<file path="src/core/typec_cc_pkg.sv">
// Overview of operation
// - floating select pin means pin control mode
// - alert low when flag or status changes
// - flag read clears flags, releases alert
// - mask bit holds alert released, ignores events
// - role field steers role, writable by host
// - reset initialises registers and serial state machine
// - host role sources current, device role pulls down
// - dual roles toggle until connection settles
// - second dual role biases toggle to 65 percent
// - host current level chosen by control field
// - device role reports partner current capability
// - attach flag low only for host-role device attach
// - audio and debug accessories reported in status
// - device role attach decided by bus power
// - disabled: indicators except alert released, both pins pulled down
// - serial port reset on enable edges and by chip reset
// - enable edge forces unattached sink, keeps control
// - enable high restarts attach detection
// - role pin picks device, dual, host
// - charge outputs encode partner current in pin mode
// - pin mode host advertises default current only
// - audio output low while audio accessory attached in pin mode
// - no offset byte, transfers start at first register
package typec_cc_pkg;
  localparam logic [2:0] REG_ID = 3'h1;
  localparam logic [2:0] REG_CTRL = 3'h2;
  localparam logic [2:0] REG_FLAG = 3'h3;
  localparam logic [2:0] REG_STAT = 3'h4;
  localparam logic [2:0] REG_LAST = 3'h7;
  localparam int CTL_MASK = 0;
  localparam int CTL_ROLE = 1;
  localparam int CTL_CUR = 3;
  localparam int CTL_TRY_SRC = 5;
  localparam logic [7:0] CTRL_RST = 8'h00;
  localparam int FLAG_ATT = 0;
  localparam int FLAG_DET = 1;
  localparam logic [1:0] TRI_LOW = 2'h0;
  localparam logic [1:0] TRI_HIGH = 2'h1;
  localparam logic [1:0] ROLE_SNK = 2'h0;
  localparam logic [1:0] ROLE_SRC = 2'h1;
  localparam logic [1:0] ROLE_DRP2 = 2'h3;
  localparam logic [1:0] CUR_DEF = 2'h0;
  localparam logic [1:0] CC_OPEN = 2'h0;
  localparam logic [1:0] CC_RD = 2'h1;
  localparam logic [1:0] CC_RA = 2'h2;
  localparam logic [1:0] CC_1A5 = 2'h2;
  localparam logic [1:0] CC_3A = 2'h3;
  localparam logic [1:0] ST_ROLE_SNK = 2'h1;
  localparam logic [1:0] ST_ROLE_SRC = 2'h2;
  localparam logic [4:0] I2C_ADDR_LO = 5'h1D;
  localparam int TRY_PCT = 65;
  localparam int CLK_MHZ = 100;
  localparam int TOGGLE_PERIOD_US = 75;
  localparam int DEBOUNCE_US = 150;
  localparam int TOGGLE_CYC = TOGGLE_PERIOD_US * CLK_MHZ;
  localparam int DEBOUNCE_CYC = DEBOUNCE_US * CLK_MHZ;
  typedef enum logic [2:0] {
    UNATT_SNK = 3'h0, DEB_SNK = 3'h1, ATT_SNK = 3'h3,
    UNATT_SRC = 3'h4, DEB_SRC = 3'h5, ATT_SRC = 3'h7, ATT_ACC = 3'h6
  } conn_t;
  typedef enum logic [2:0] {
    I2C_IDLE = 3'h0, I2C_ADDR = 3'h1, I2C_AACK = 3'h3, I2C_WR = 3'h2,
    I2C_WACK = 3'h6, I2C_RD = 3'h7, I2C_RACK = 3'h5
  } i2c_st_t;
endpackage : typec_cc_pkg

</file>
<file path="src/core/cc_reg_if.sv">
`timescale 1ns/100ps
interface cc_reg_if;
  logic wr_stb;
  logic rd_stb;
  logic [2:0] ptr;
  logic [7:0] wdata;
  logic [7:0] rdata;
  modport slave (output wr_stb, output rd_stb, output ptr, output wdata, input rdata);
  modport regs (input wr_stb, input rd_stb, input ptr, input wdata, output rdata);
endinterface : cc_reg_if

</file>
<file path="src/core/typec_cc_detect.sv">
`timescale 1ns/100ps
module typec_cc_detect #(
  parameter int TOGGLE_CYCLES = typec_cc_pkg::TOGGLE_CYC,
  parameter int DEBOUNCE_CYCLES = typec_cc_pkg::DEBOUNCE_CYC,
  // identity value is arbitrary
  parameter logic [7:0] DEVICE_ID = 8'hA5
) (
  input wire logic core_clk_i,
  input wire logic rst_i,
  input wire logic enable_i,
  input wire logic [1:0] addr_sel_i,
  input wire logic [1:0] port_sel_i,
  input wire logic scl_i,
  input wire logic sda_i,
  output logic sda_o,
  output logic sda_oe_o,
  input wire logic [1:0] cc1_lvl_i,
  input wire logic [1:0] cc2_lvl_i,
  input wire logic bus_power_sense_i,
  output logic cc_src_en_o,
  output logic cc_pd_en_o,
  output logic [1:0] cc_cur_lvl_o,
  output logic host_alert_n_oe_o,
  output logic attach_flag_n_oe_o,
  output logic charge_level_lo_n_oe_o,
  output logic charge_level_hi_n_oe_o,
  output logic audio_accessory_n_oe_o
);
  import typec_cc_pkg::*;

  if (TOGGLE_CYCLES < 4 || TOGGLE_CYCLES > 65535) begin : g_chk_tog
    $error("toggle period out of range");
  end
  if (DEBOUNCE_CYCLES < 1 || DEBOUNCE_CYCLES > 65535) begin : g_chk_deb
    $error("debounce out of range");
  end

  localparam logic [15:0] TOG_PER = 16'(TOGGLE_CYCLES);
  localparam logic [15:0] DEB_LEN = 16'(DEBOUNCE_CYCLES);

  typedef struct packed {
    conn_t st;
    logic [15:0] tmr;
    logic en;
    logic [7:0] ctrl;
    logic [7:0] flags;
    logic [7:0] stat;
    logic pend;
    logic i2c_rst;
    logic audio;
    logic debug;
    logic [1:0] cap;
    logic src_en;
    logic pd_en;
    logic [1:0] cur;
    logic attach_oe;
    logic lo_oe;
    logic hi_oe;
    logic aud_oe;
    logic alert_oe;
  } top_t;

  localparam top_t TOP_RST = '{st: UNATT_SNK, ctrl: CTRL_RST, pd_en: 1'b1, default: '0};

  top_t st_q, st_d;
  cc_reg_if rg ();

  logic en_edge, pin_mode, drp, try_src;
  logic [1:0] role, cur;
  logic [15:0] snk_cyc;
  logic snk_seen, one_rd, both_rd, both_ra, src_seen;
  logic att, det, chg;

  function automatic logic is_attached(input conn_t s);
    return s inside {ATT_SNK, ATT_SRC, ATT_ACC};
  endfunction : is_attached

  function automatic logic [15:0] sink_share(input logic [15:0] per,
                                             input logic [1:0] r,
                                             input logic ts);
    logic [31:0] p;
    logic [31:0] pct;
    pct = 32'd50;
    if (r == ROLE_DRP2) pct = ts ? 32'(100 - TRY_PCT) : 32'(TRY_PCT);
    p = 32'(per) * pct;
    return 16'(p / 32'd100);
  endfunction : sink_share

  function automatic logic [1:0] max_lvl(input logic [1:0] a, input logic [1:0] b);
    return (a > b) ? a : b;
  endfunction : max_lvl

  function automatic logic [15:0] inc16(input logic [15:0] v);
    return (v == 16'hFFFF) ? v : 16'(v + 16'h1);
  endfunction : inc16

  cc_i2c_slave u_i2c (
    .core_clk_i(core_clk_i),
    .rst_i(rst_i || st_q.i2c_rst),
    .bus_on_i(!pin_mode),
    .addr_hi_i(addr_sel_i == TRI_HIGH),
    .scl_i(scl_i),
    .sda_i(sda_i),
    .sda_oe_o(sda_oe_o),
    .rg(rg.slave)
  );

  always_comb begin
    unique case (rg.ptr)
      REG_ID: rg.rdata = DEVICE_ID;
      REG_CTRL: rg.rdata = st_q.ctrl;
      REG_FLAG: rg.rdata = st_q.flags;
      REG_STAT: rg.rdata = st_q.stat;
      default: rg.rdata = 8'h00;
    endcase
  end

  always_comb begin
    st_d = st_q;
    st_d.i2c_rst = 1'b0;
    st_d.en = enable_i;
    en_edge = enable_i ^ st_q.en;
    att = 1'b0;
    det = 1'b0;
    pin_mode = (addr_sel_i != TRI_LOW) && (addr_sel_i != TRI_HIGH);
    // role pin decode in pin mode
    if (pin_mode) begin
      unique case (port_sel_i)
        TRI_LOW: role = ROLE_SNK;
        TRI_HIGH: role = ROLE_SRC;
        default: role = ROLE_DRP2;
      endcase
      try_src = 1'b0;
      cur = CUR_DEF;
    end else begin
      role = st_q.ctrl[CTL_ROLE +: 2];
      try_src = st_q.ctrl[CTL_TRY_SRC];
      cur = st_q.ctrl[CTL_CUR +: 2];
    end
    drp = role[1];
    // biased sink share of toggle period
    snk_cyc = sink_share(TOG_PER, role, try_src);
    snk_seen = bus_power_sense_i && ((cc1_lvl_i != CC_OPEN) || (cc2_lvl_i != CC_OPEN));
    one_rd = (cc1_lvl_i == CC_RD) ^ (cc2_lvl_i == CC_RD);
    both_rd = (cc1_lvl_i == CC_RD) && (cc2_lvl_i == CC_RD);
    both_ra = (cc1_lvl_i == CC_RA) && (cc2_lvl_i == CC_RA);
    src_seen = one_rd || both_rd || both_ra;

    if (rg.wr_stb && rg.ptr == REG_CTRL) st_d.ctrl = rg.wdata;
    if (rg.rd_stb && rg.ptr == REG_FLAG) begin
      st_d.flags = 8'h00;
      st_d.pend = 1'b0;
    end

    // serial port reset on enable edge
    if (en_edge) st_d.i2c_rst = 1'b1;

    if (!enable_i || en_edge) begin
      st_d.st = UNATT_SNK;
      st_d.tmr = 16'h0;
      st_d.audio = 1'b0;
      st_d.debug = 1'b0;
      st_d.cap = 2'h0;
      if (en_edge && is_attached(st_q.st)) det = 1'b1;
    end else begin
      unique case (st_q.st)
        UNATT_SNK: begin
          st_d.audio = 1'b0;
          st_d.debug = 1'b0;
          st_d.cap = 2'h0;
          st_d.tmr = inc16(st_q.tmr);
          if (snk_seen && role != ROLE_SRC) begin
            st_d.st = DEB_SNK;
            st_d.tmr = 16'h0;
          end else if (role == ROLE_SRC || (drp && st_q.tmr >= snk_cyc)) begin
            st_d.st = UNATT_SRC;
            st_d.tmr = 16'h0;
          end
        end
        DEB_SNK: begin
          st_d.tmr = inc16(st_q.tmr);
          if (!snk_seen) begin
            st_d.st = UNATT_SNK;
            st_d.tmr = 16'h0;
          end else if (st_q.tmr >= DEB_LEN) begin
            st_d.st = ATT_SNK;
            att = 1'b1;
          end
        end
        ATT_SNK: begin
          st_d.cap = max_lvl(cc1_lvl_i, cc2_lvl_i);
          if (!bus_power_sense_i) begin
            st_d.st = UNATT_SNK;
            st_d.tmr = 16'h0;
            st_d.cap = 2'h0;
            det = 1'b1;
          end
        end
        UNATT_SRC: begin
          st_d.tmr = inc16(st_q.tmr);
          if (src_seen && role != ROLE_SNK) begin
            st_d.st = DEB_SRC;
            st_d.tmr = 16'h0;
          end else if (role == ROLE_SNK || (drp && st_q.tmr >= 16'(TOG_PER - snk_cyc))) begin
            st_d.st = UNATT_SNK;
            st_d.tmr = 16'h0;
          end
        end
        DEB_SRC: begin
          st_d.tmr = inc16(st_q.tmr);
          if (!src_seen) begin
            st_d.st = UNATT_SRC;
            st_d.tmr = 16'h0;
          end else if (st_q.tmr >= DEB_LEN) begin
            att = 1'b1;
            st_d.st = (both_ra || both_rd) ? ATT_ACC : ATT_SRC;
            st_d.audio = both_ra;
            st_d.debug = both_rd;
          end
        end
        ATT_SRC: if (!one_rd) begin
          st_d.st = UNATT_SRC;
          st_d.tmr = 16'h0;
          det = 1'b1;
        end
        ATT_ACC: if (st_q.audio ? !both_ra : !both_rd) begin
          st_d.st = UNATT_SRC;
          st_d.tmr = 16'h0;
          st_d.audio = 1'b0;
          st_d.debug = 1'b0;
          det = 1'b1;
        end
        default: st_d.st = UNATT_SNK;
      endcase
    end

    // events set flags, set beats clear
    if (att) st_d.flags[FLAG_ATT] = 1'b1;
    if (det) st_d.flags[FLAG_DET] = 1'b1;
    st_d.stat = {1'b0, st_d.cap, 1'b0, st_d.debug, st_d.audio,
                 (st_d.st == ATT_SNK) ? ST_ROLE_SNK :
                 (st_d.st inside {ATT_SRC, ATT_ACC}) ? ST_ROLE_SRC : 2'h0};
    chg = att || det || en_edge || (st_d.stat != st_q.stat);
    if (chg) st_d.pend = 1'b1;
    if (st_d.ctrl[CTL_MASK]) st_d.pend = 1'b0;
    st_d.alert_oe = st_d.pend;

    // sources in host states, else pull-downs
    st_d.src_en = enable_i && (st_d.st inside {UNATT_SRC, DEB_SRC, ATT_SRC, ATT_ACC});
    st_d.pd_en = !st_d.src_en;
    st_d.cur = cur;
    // attach flag only for host attach
    st_d.attach_oe = enable_i && (st_d.st == ATT_SRC);
    // charge outputs in pin sink mode
    st_d.lo_oe = enable_i && pin_mode && (st_d.st == ATT_SNK) && (st_d.cap >= CC_1A5);
    st_d.hi_oe = enable_i && pin_mode && (st_d.st == ATT_SNK) && (st_d.cap == CC_3A);
    st_d.aud_oe = enable_i && pin_mode && (st_d.st == ATT_ACC) && st_d.audio;
  end

  always_ff @(posedge core_clk_i) begin
    if (rst_i) st_q <= TOP_RST;
    else st_q <= st_d;
  end

  // open-drain data line only ever pulls low
  assign sda_o = 1'b0;
  assign cc_src_en_o = st_q.src_en;
  assign cc_pd_en_o = st_q.pd_en;
  assign cc_cur_lvl_o = st_q.cur;
  assign host_alert_n_oe_o = st_q.alert_oe;
  assign attach_flag_n_oe_o = st_q.attach_oe;
  assign charge_level_lo_n_oe_o = st_q.lo_oe;
  assign charge_level_hi_n_oe_o = st_q.hi_oe;
  assign audio_accessory_n_oe_o = st_q.aud_oe;
endmodule : typec_cc_detect

</file>
<file path="src/core/cc_i2c_slave.sv">
`timescale 1ns/100ps
module cc_i2c_slave (
  input wire logic core_clk_i,
  input wire logic rst_i,
  input wire logic bus_on_i,
  input wire logic addr_hi_i,
  input wire logic scl_i,
  input wire logic sda_i,
  output logic sda_oe_o,
  cc_reg_if.slave rg
);
  import typec_cc_pkg::*;
  typedef struct packed {
    i2c_st_t st;
    logic [3:0] cnt;
    logic [7:0] sh;
    logic rw;
    logic [2:0] ptr;
    logic oe;
    logic scl;
    logic sda;
    logic wr;
    logic rd;
  } i2c_t;
  i2c_t st_q, st_d;
  // line samples reset to the idle bus level, so no false edge follows reset
  localparam i2c_t I2C_RST = '{st: I2C_IDLE, scl: 1'b1, sda: 1'b1, default: '0};
  logic rise, fall, start, stop;

  function automatic logic [2:0] ptr_next(input logic [2:0] p);
    return (p == REG_LAST) ? p : 3'(p + 3'h1);
  endfunction : ptr_next

  always_comb begin
    st_d = st_q;
    st_d.wr = 1'b0;
    st_d.rd = 1'b0;
    st_d.scl = scl_i;
    st_d.sda = sda_i;
    rise = !st_q.scl && scl_i;
    fall = st_q.scl && !scl_i;
    start = st_q.scl && scl_i && st_q.sda && !sda_i;
    stop = st_q.scl && scl_i && !st_q.sda && sda_i;
    if (!bus_on_i || stop) begin
      st_d.st = I2C_IDLE;
      st_d.oe = 1'b0;
    end else if (start) begin
      st_d.st = I2C_ADDR;
      st_d.cnt = 4'h0;
      st_d.ptr = REG_ID;
      st_d.oe = 1'b0;
    end else if (rise) begin
      if (st_q.st inside {I2C_ADDR, I2C_WR, I2C_RD}) st_d.cnt = 4'(st_q.cnt + 4'h1);
      if (st_q.st inside {I2C_ADDR, I2C_WR}) st_d.sh = {st_q.sh[6:0], sda_i};
      if (st_q.st == I2C_RACK) begin
        if (sda_i) st_d.st = I2C_IDLE;
        else st_d.ptr = ptr_next(st_q.ptr);
      end
    end else if (fall) begin
      unique case (st_q.st)
        I2C_IDLE: ;
        I2C_ADDR: if (st_q.cnt == 4'h8) begin
          // address bit 5 follows select pin
          if (st_q.sh[7:1] == {1'b0, addr_hi_i, I2C_ADDR_LO}) begin
            st_d.st = I2C_AACK;
            st_d.rw = st_q.sh[0];
            st_d.oe = 1'b1;
          end else st_d.st = I2C_IDLE;
        end
        I2C_AACK, I2C_RACK: begin
          st_d.cnt = 4'h0;
          if (st_q.rw) begin
            st_d.st = I2C_RD;
            st_d.sh = rg.rdata;
            st_d.rd = 1'b1;
            st_d.oe = !rg.rdata[7];
          end else begin
            st_d.st = I2C_WR;
            st_d.oe = 1'b0;
          end
        end
        I2C_WR: if (st_q.cnt == 4'h8) begin
          st_d.st = I2C_WACK;
          st_d.oe = 1'b1;
          st_d.wr = 1'b1;
        end
        I2C_WACK: begin
          st_d.st = I2C_WR;
          st_d.oe = 1'b0;
          st_d.cnt = 4'h0;
          st_d.ptr = ptr_next(st_q.ptr);
        end
        I2C_RD: if (st_q.cnt == 4'h8) begin
          st_d.st = I2C_RACK;
          st_d.oe = 1'b0;
        end else begin
          st_d.sh = {st_q.sh[6:0], 1'b0};
          st_d.oe = !st_q.sh[6];
        end
        default: st_d.st = I2C_IDLE;
      endcase
    end
  end

  always_ff @(posedge core_clk_i) begin
    if (rst_i) st_q <= I2C_RST;
    else st_q <= st_d;
  end

  assign sda_oe_o = st_q.oe;
  assign rg.wr_stb = st_q.wr;
  assign rg.rd_stb = st_q.rd;
  assign rg.ptr = st_q.ptr;
  assign rg.wdata = st_q.sh;
endmodule : cc_i2c_slave

</file>
<file path="config.mk">
export PLATFORM = sky130hd
export DESIGN_NAME = typec_cc_detect
export DESIGN_NICKNAME = d
export VERILOG_FILES = /design/src/core/typec_cc_pkg.sv /design/src/core/cc_reg_if.sv /design/src/core/typec_cc_detect.sv /design/src/core/cc_i2c_slave.sv
export SDC_FILE = /design/constraint.sdc
export NUM_CORES = 1
export LEC_CHECK = 0
export BUFFER_PORTS_ARGS = -buffer_cell sky130_fd_sc_hd__buf_2
export CORE_MARGIN = 5
export CORE_UTILIZATION = 60
export CTS_CLUSTER_SIZE = 40
export DETAILED_ROUTE_END_ITERATION = 10
export PLACE_DENSITY = 0.83
export SYNTH_ARGS = -nofsm -noshare
export SYNTH_HDL_FRONTEND = slang
export SYNTH_HIERARCHICAL = 1
export SYNTH_SLANG_ARGS = --single-unit
export TNS_END_PERCENT = 5
</file>
<file path="constraint.sdc">
create_clock -name core_clk_i -period 3.7 [get_ports core_clk_i]
set_input_delay 0.74 -clock core_clk_i [delete_from_list [all_inputs] [get_ports core_clk_i]]
set_output_delay 0.74 -clock core_clk_i [all_outputs]
set_load 0.1 [all_outputs]
</file>
==> qor.txt <==
Status = complete, no violations
Fin crit period = 3.297 ns
WL/cell = 17.36 µm
CTS tree = done
Ys flop type = dfxtp_1
I/O Pins = 25
Asr flop ratio synth = 0%
Mapped Cells = 646
Pwr dens = 285.9 mW/mm²
CP Launch Type = input port
Cts bufs inserted = 9
Worst-margin pin slew = 0.8805 ns
CP peak stage delay = 0.53 ns
Most frequent cell after synthesis = dfxtp_1
Syn Area/Cell = 7.980 µm²
Worst-Skew Late Latency = 0.36 ns
Placed Instance Area = 0.005240 mm²
Post-route setup TNS = 0 ns
Clk_skew = 0.01607 ns
Multi-input combinational cell area = 0.003386 mm²
PostCTS Resize Cnt = 0
Die area = 0.01055 mm²
Routed wire length = 13.20 mm
Reg2reg setup slack = 0.49 ns
Starting Density = 62.11%
Final WS setup = 0.4031 ns
Gr usage total = 26.04%
Placed Cells = 744
Number of synthesis warnings = 6
Register area share after synthesis = 27.18%
Routability congestion estimate = 0.9915
Maximum vdd drop = 0.1501 mV
CP max stage cell = or4_1
Hold_buf cts = 0
DR DRC count = 0
Headroom to the max-slew limit = 41.30%
CP Data Arrival Time = 3.55 ns
Antenna cells = 0
Core ar. = 0.008299 mm²
P&R area growth vs syn = 5.243%
Detailed-route via count = 4901
Final Cell Area = 0.005425 mm²
Synthesized flop and latch total = 70
Setup CP Type = in -> reg
CP Capture Type = register
Pre-CTS setup slack = 0.05581 ns
Clock slew seen by the registers of the worst setup and hold paths = 0.09 ns
Vias in the first global route = 4589
Fin Hold WS = 0.4935 ns
Clock Path Buffers = 2
Total grt overflow = 0
Area leader, netlist = dfxtp_1
Max-slew violation count = 0
DRT iter0 DRCs = 537
Cell area after synthesis = 0.005155 mm²
Global-route wire length before repair = 22.03 mm
Cells along the critical path = buf_2 > and2_1 > a21oi_1 > inv_1 > ha_1 > a21oi_1 > ha_1 > a21oi_1 > o21ai_0 > a21oi_1 > o311ai_1 > a31oi_1 > or4_1 > a31o_1
Total iterations of the first detailed-routing run = 5
Port bufs = 23
Die Wd = 102.7 µm
Final ANT Viol Nets = 0
H-tree Lvls = 3
Cell mode on critical path = a21oi_1
Via density = 6.449
Crit-path max FO = 4
Clk sinks = 70
Rows = 33
Initial antenna violation count = 0
Worst hold path type = reg -> reg
RSZ-0062 raised after global routing = no
FMAX = 303.3 MHz
Reg area = 0.001401 mm²
Final hold vios = 0
Max Cap Viol = 0
Distinct cells, synth = 77
Post-synth EDFFs = 0
Die height = 102.7 µm
Synth area leaders = dfxtp_1 (27%), ha_1 (10%), a21oi_1 (4.5%)
Final Instance Count excl. Fillers = 760
Clock Tree Root = clkbuf_8
DP HPWL = 9.799 mm
# setup viols final = 0
Fraction of layout cells with a size suffix above 1 = 11.15%
Static power due to leakage = 0.002029 µW
# Post-CTS Setup Buffers = 0
Largest net degree at the start of global routing = 23
Yosys top cell area share = 27.18%
Post-synth top cells = dfxtp_1 (70), nor2_1 (58), a21oi_1 (46), ha_1 (42), nand2_1 (41)
Critical path required time = 3.95 ns
Fillers = 727
Nets = 706
Final period util = 89.11%
stage by stage:
stage	utilization [%]	power (µW)
final	65.37	1551
after global routing	65.37	1611
after CTS	65.37	1552
after detailed placement	63.14	962.2
after global placement	63.14	957.9
after floorplan	-	915.5
state kept, by name, indices dropped and copies added (netlist names), 2 cells and up:
signal	flops
st_q	37
u_i2c/st_q	10
u_i2c/rg.wdata	8
u_i2c/rg.ptr	3
cc_cur_lvl_o	2
routing by layer:
layer / up-vias / routed length, µm / part of all wire [%] / global-route usage (%)
met5: - / 0 / 0 / 0
met2: 253 / 6173 / 47 / 44.14
met4: 0 / 323 / 2.4 / 7.669
met1: 2259 / 5587 / 42 / 33.67
met3: 36 / 1111 / 8.4 / 4.939
li1: 2353 / - / - / -
critical path, delay by kind of cell:
family                     cells  cell delay (ns)
adders and majority gates      2             0.40
buffers and inverters          2             0.26
AOI/OAI and AO/OA              8             1.44
and+or+nand+nor                2             0.70
power by group:
part / leakage, µW / switching [µW] / internal, µW
clock: 0.0000888 / 345 / 256
combinational: 0.00138 / 119 / 63.9
sequential: 0.000565 / 8.64 / 758
layout by cell type (no fill, tap or decap), types with 4 or more instances in the layout:
cell,n
nor3b_1,5
nand2b_1,13
nor3_1,13
nand4_1,11
and2_1,9
nor4_1,9
nor2b_1,20
a211oi_1,8
nand3b_1,6
a21oi_1,46
o31ai_1,5
nand2_1,41
nand3_1,20
inv_1,37
and3_1,9
conb_1,4
o21ai_0,34
and4_1,4
or4_1,11
clkbuf_8,9
buf_4,9
mux2i_1,19
nor2_1,58
a22oi_1,5
buf_2,23
o22ai_1,4
or2_2,7
xnor2_1,12
a31oi_1,9
xor2_1,4
ha_1,42
dfxtp_1,70
logic make-up after synthesis:
| kind of cell | Yosys count | synth area share [%] |
|---|---|---|
| XOR/XNOR | 16 | 2.718 |
| multiplexers | 20 | 3.908 |
| adder cells (fa/ha/maj) | 42 | 10.19 |
| AND/OR/NAND/NOR | 253 | 26.80 |
| other | 2 | 0.1457 |
| flip-flops | 70 | 27.18 |
| buffers and inverters | 78 | 7.282 |
| AO/OA/AOI/OAI | 165 | 21.77 |
worst paths after layout:
| kind | start | cells after the start | end |
|---|---|---|---|
| hold reg to reg | u_i2c/rg.wdata[7] | 2 | u_i2c/rg.wdata[7] |
| hold / removal | u_i2c/rg.wdata[7] | 2 | u_i2c/rg.wdata[7] |
| setup reg to reg | st_q[33] | 13 | host_alert_n_oe_o |
| setup / recovery | port_sel_i[1] | 14 | host_alert_n_oe_o |
layout make-up:
| class | count | area share (%) |
|---|---|---|
| Clock buffer | 9 | 2.283 |
| Clock inverter | 7 | 1.130 |
| Multi-Input combinational cell | 500 | 62.41 |
| Tap cell | 105 | 2.422 |
| Inverter | 37 | 2.560 |
| Timing Repair Buffer | 32 | 3.367 |
| Sequential cell | 70 | 25.83 |
Power figures use the tool's default switching activity.
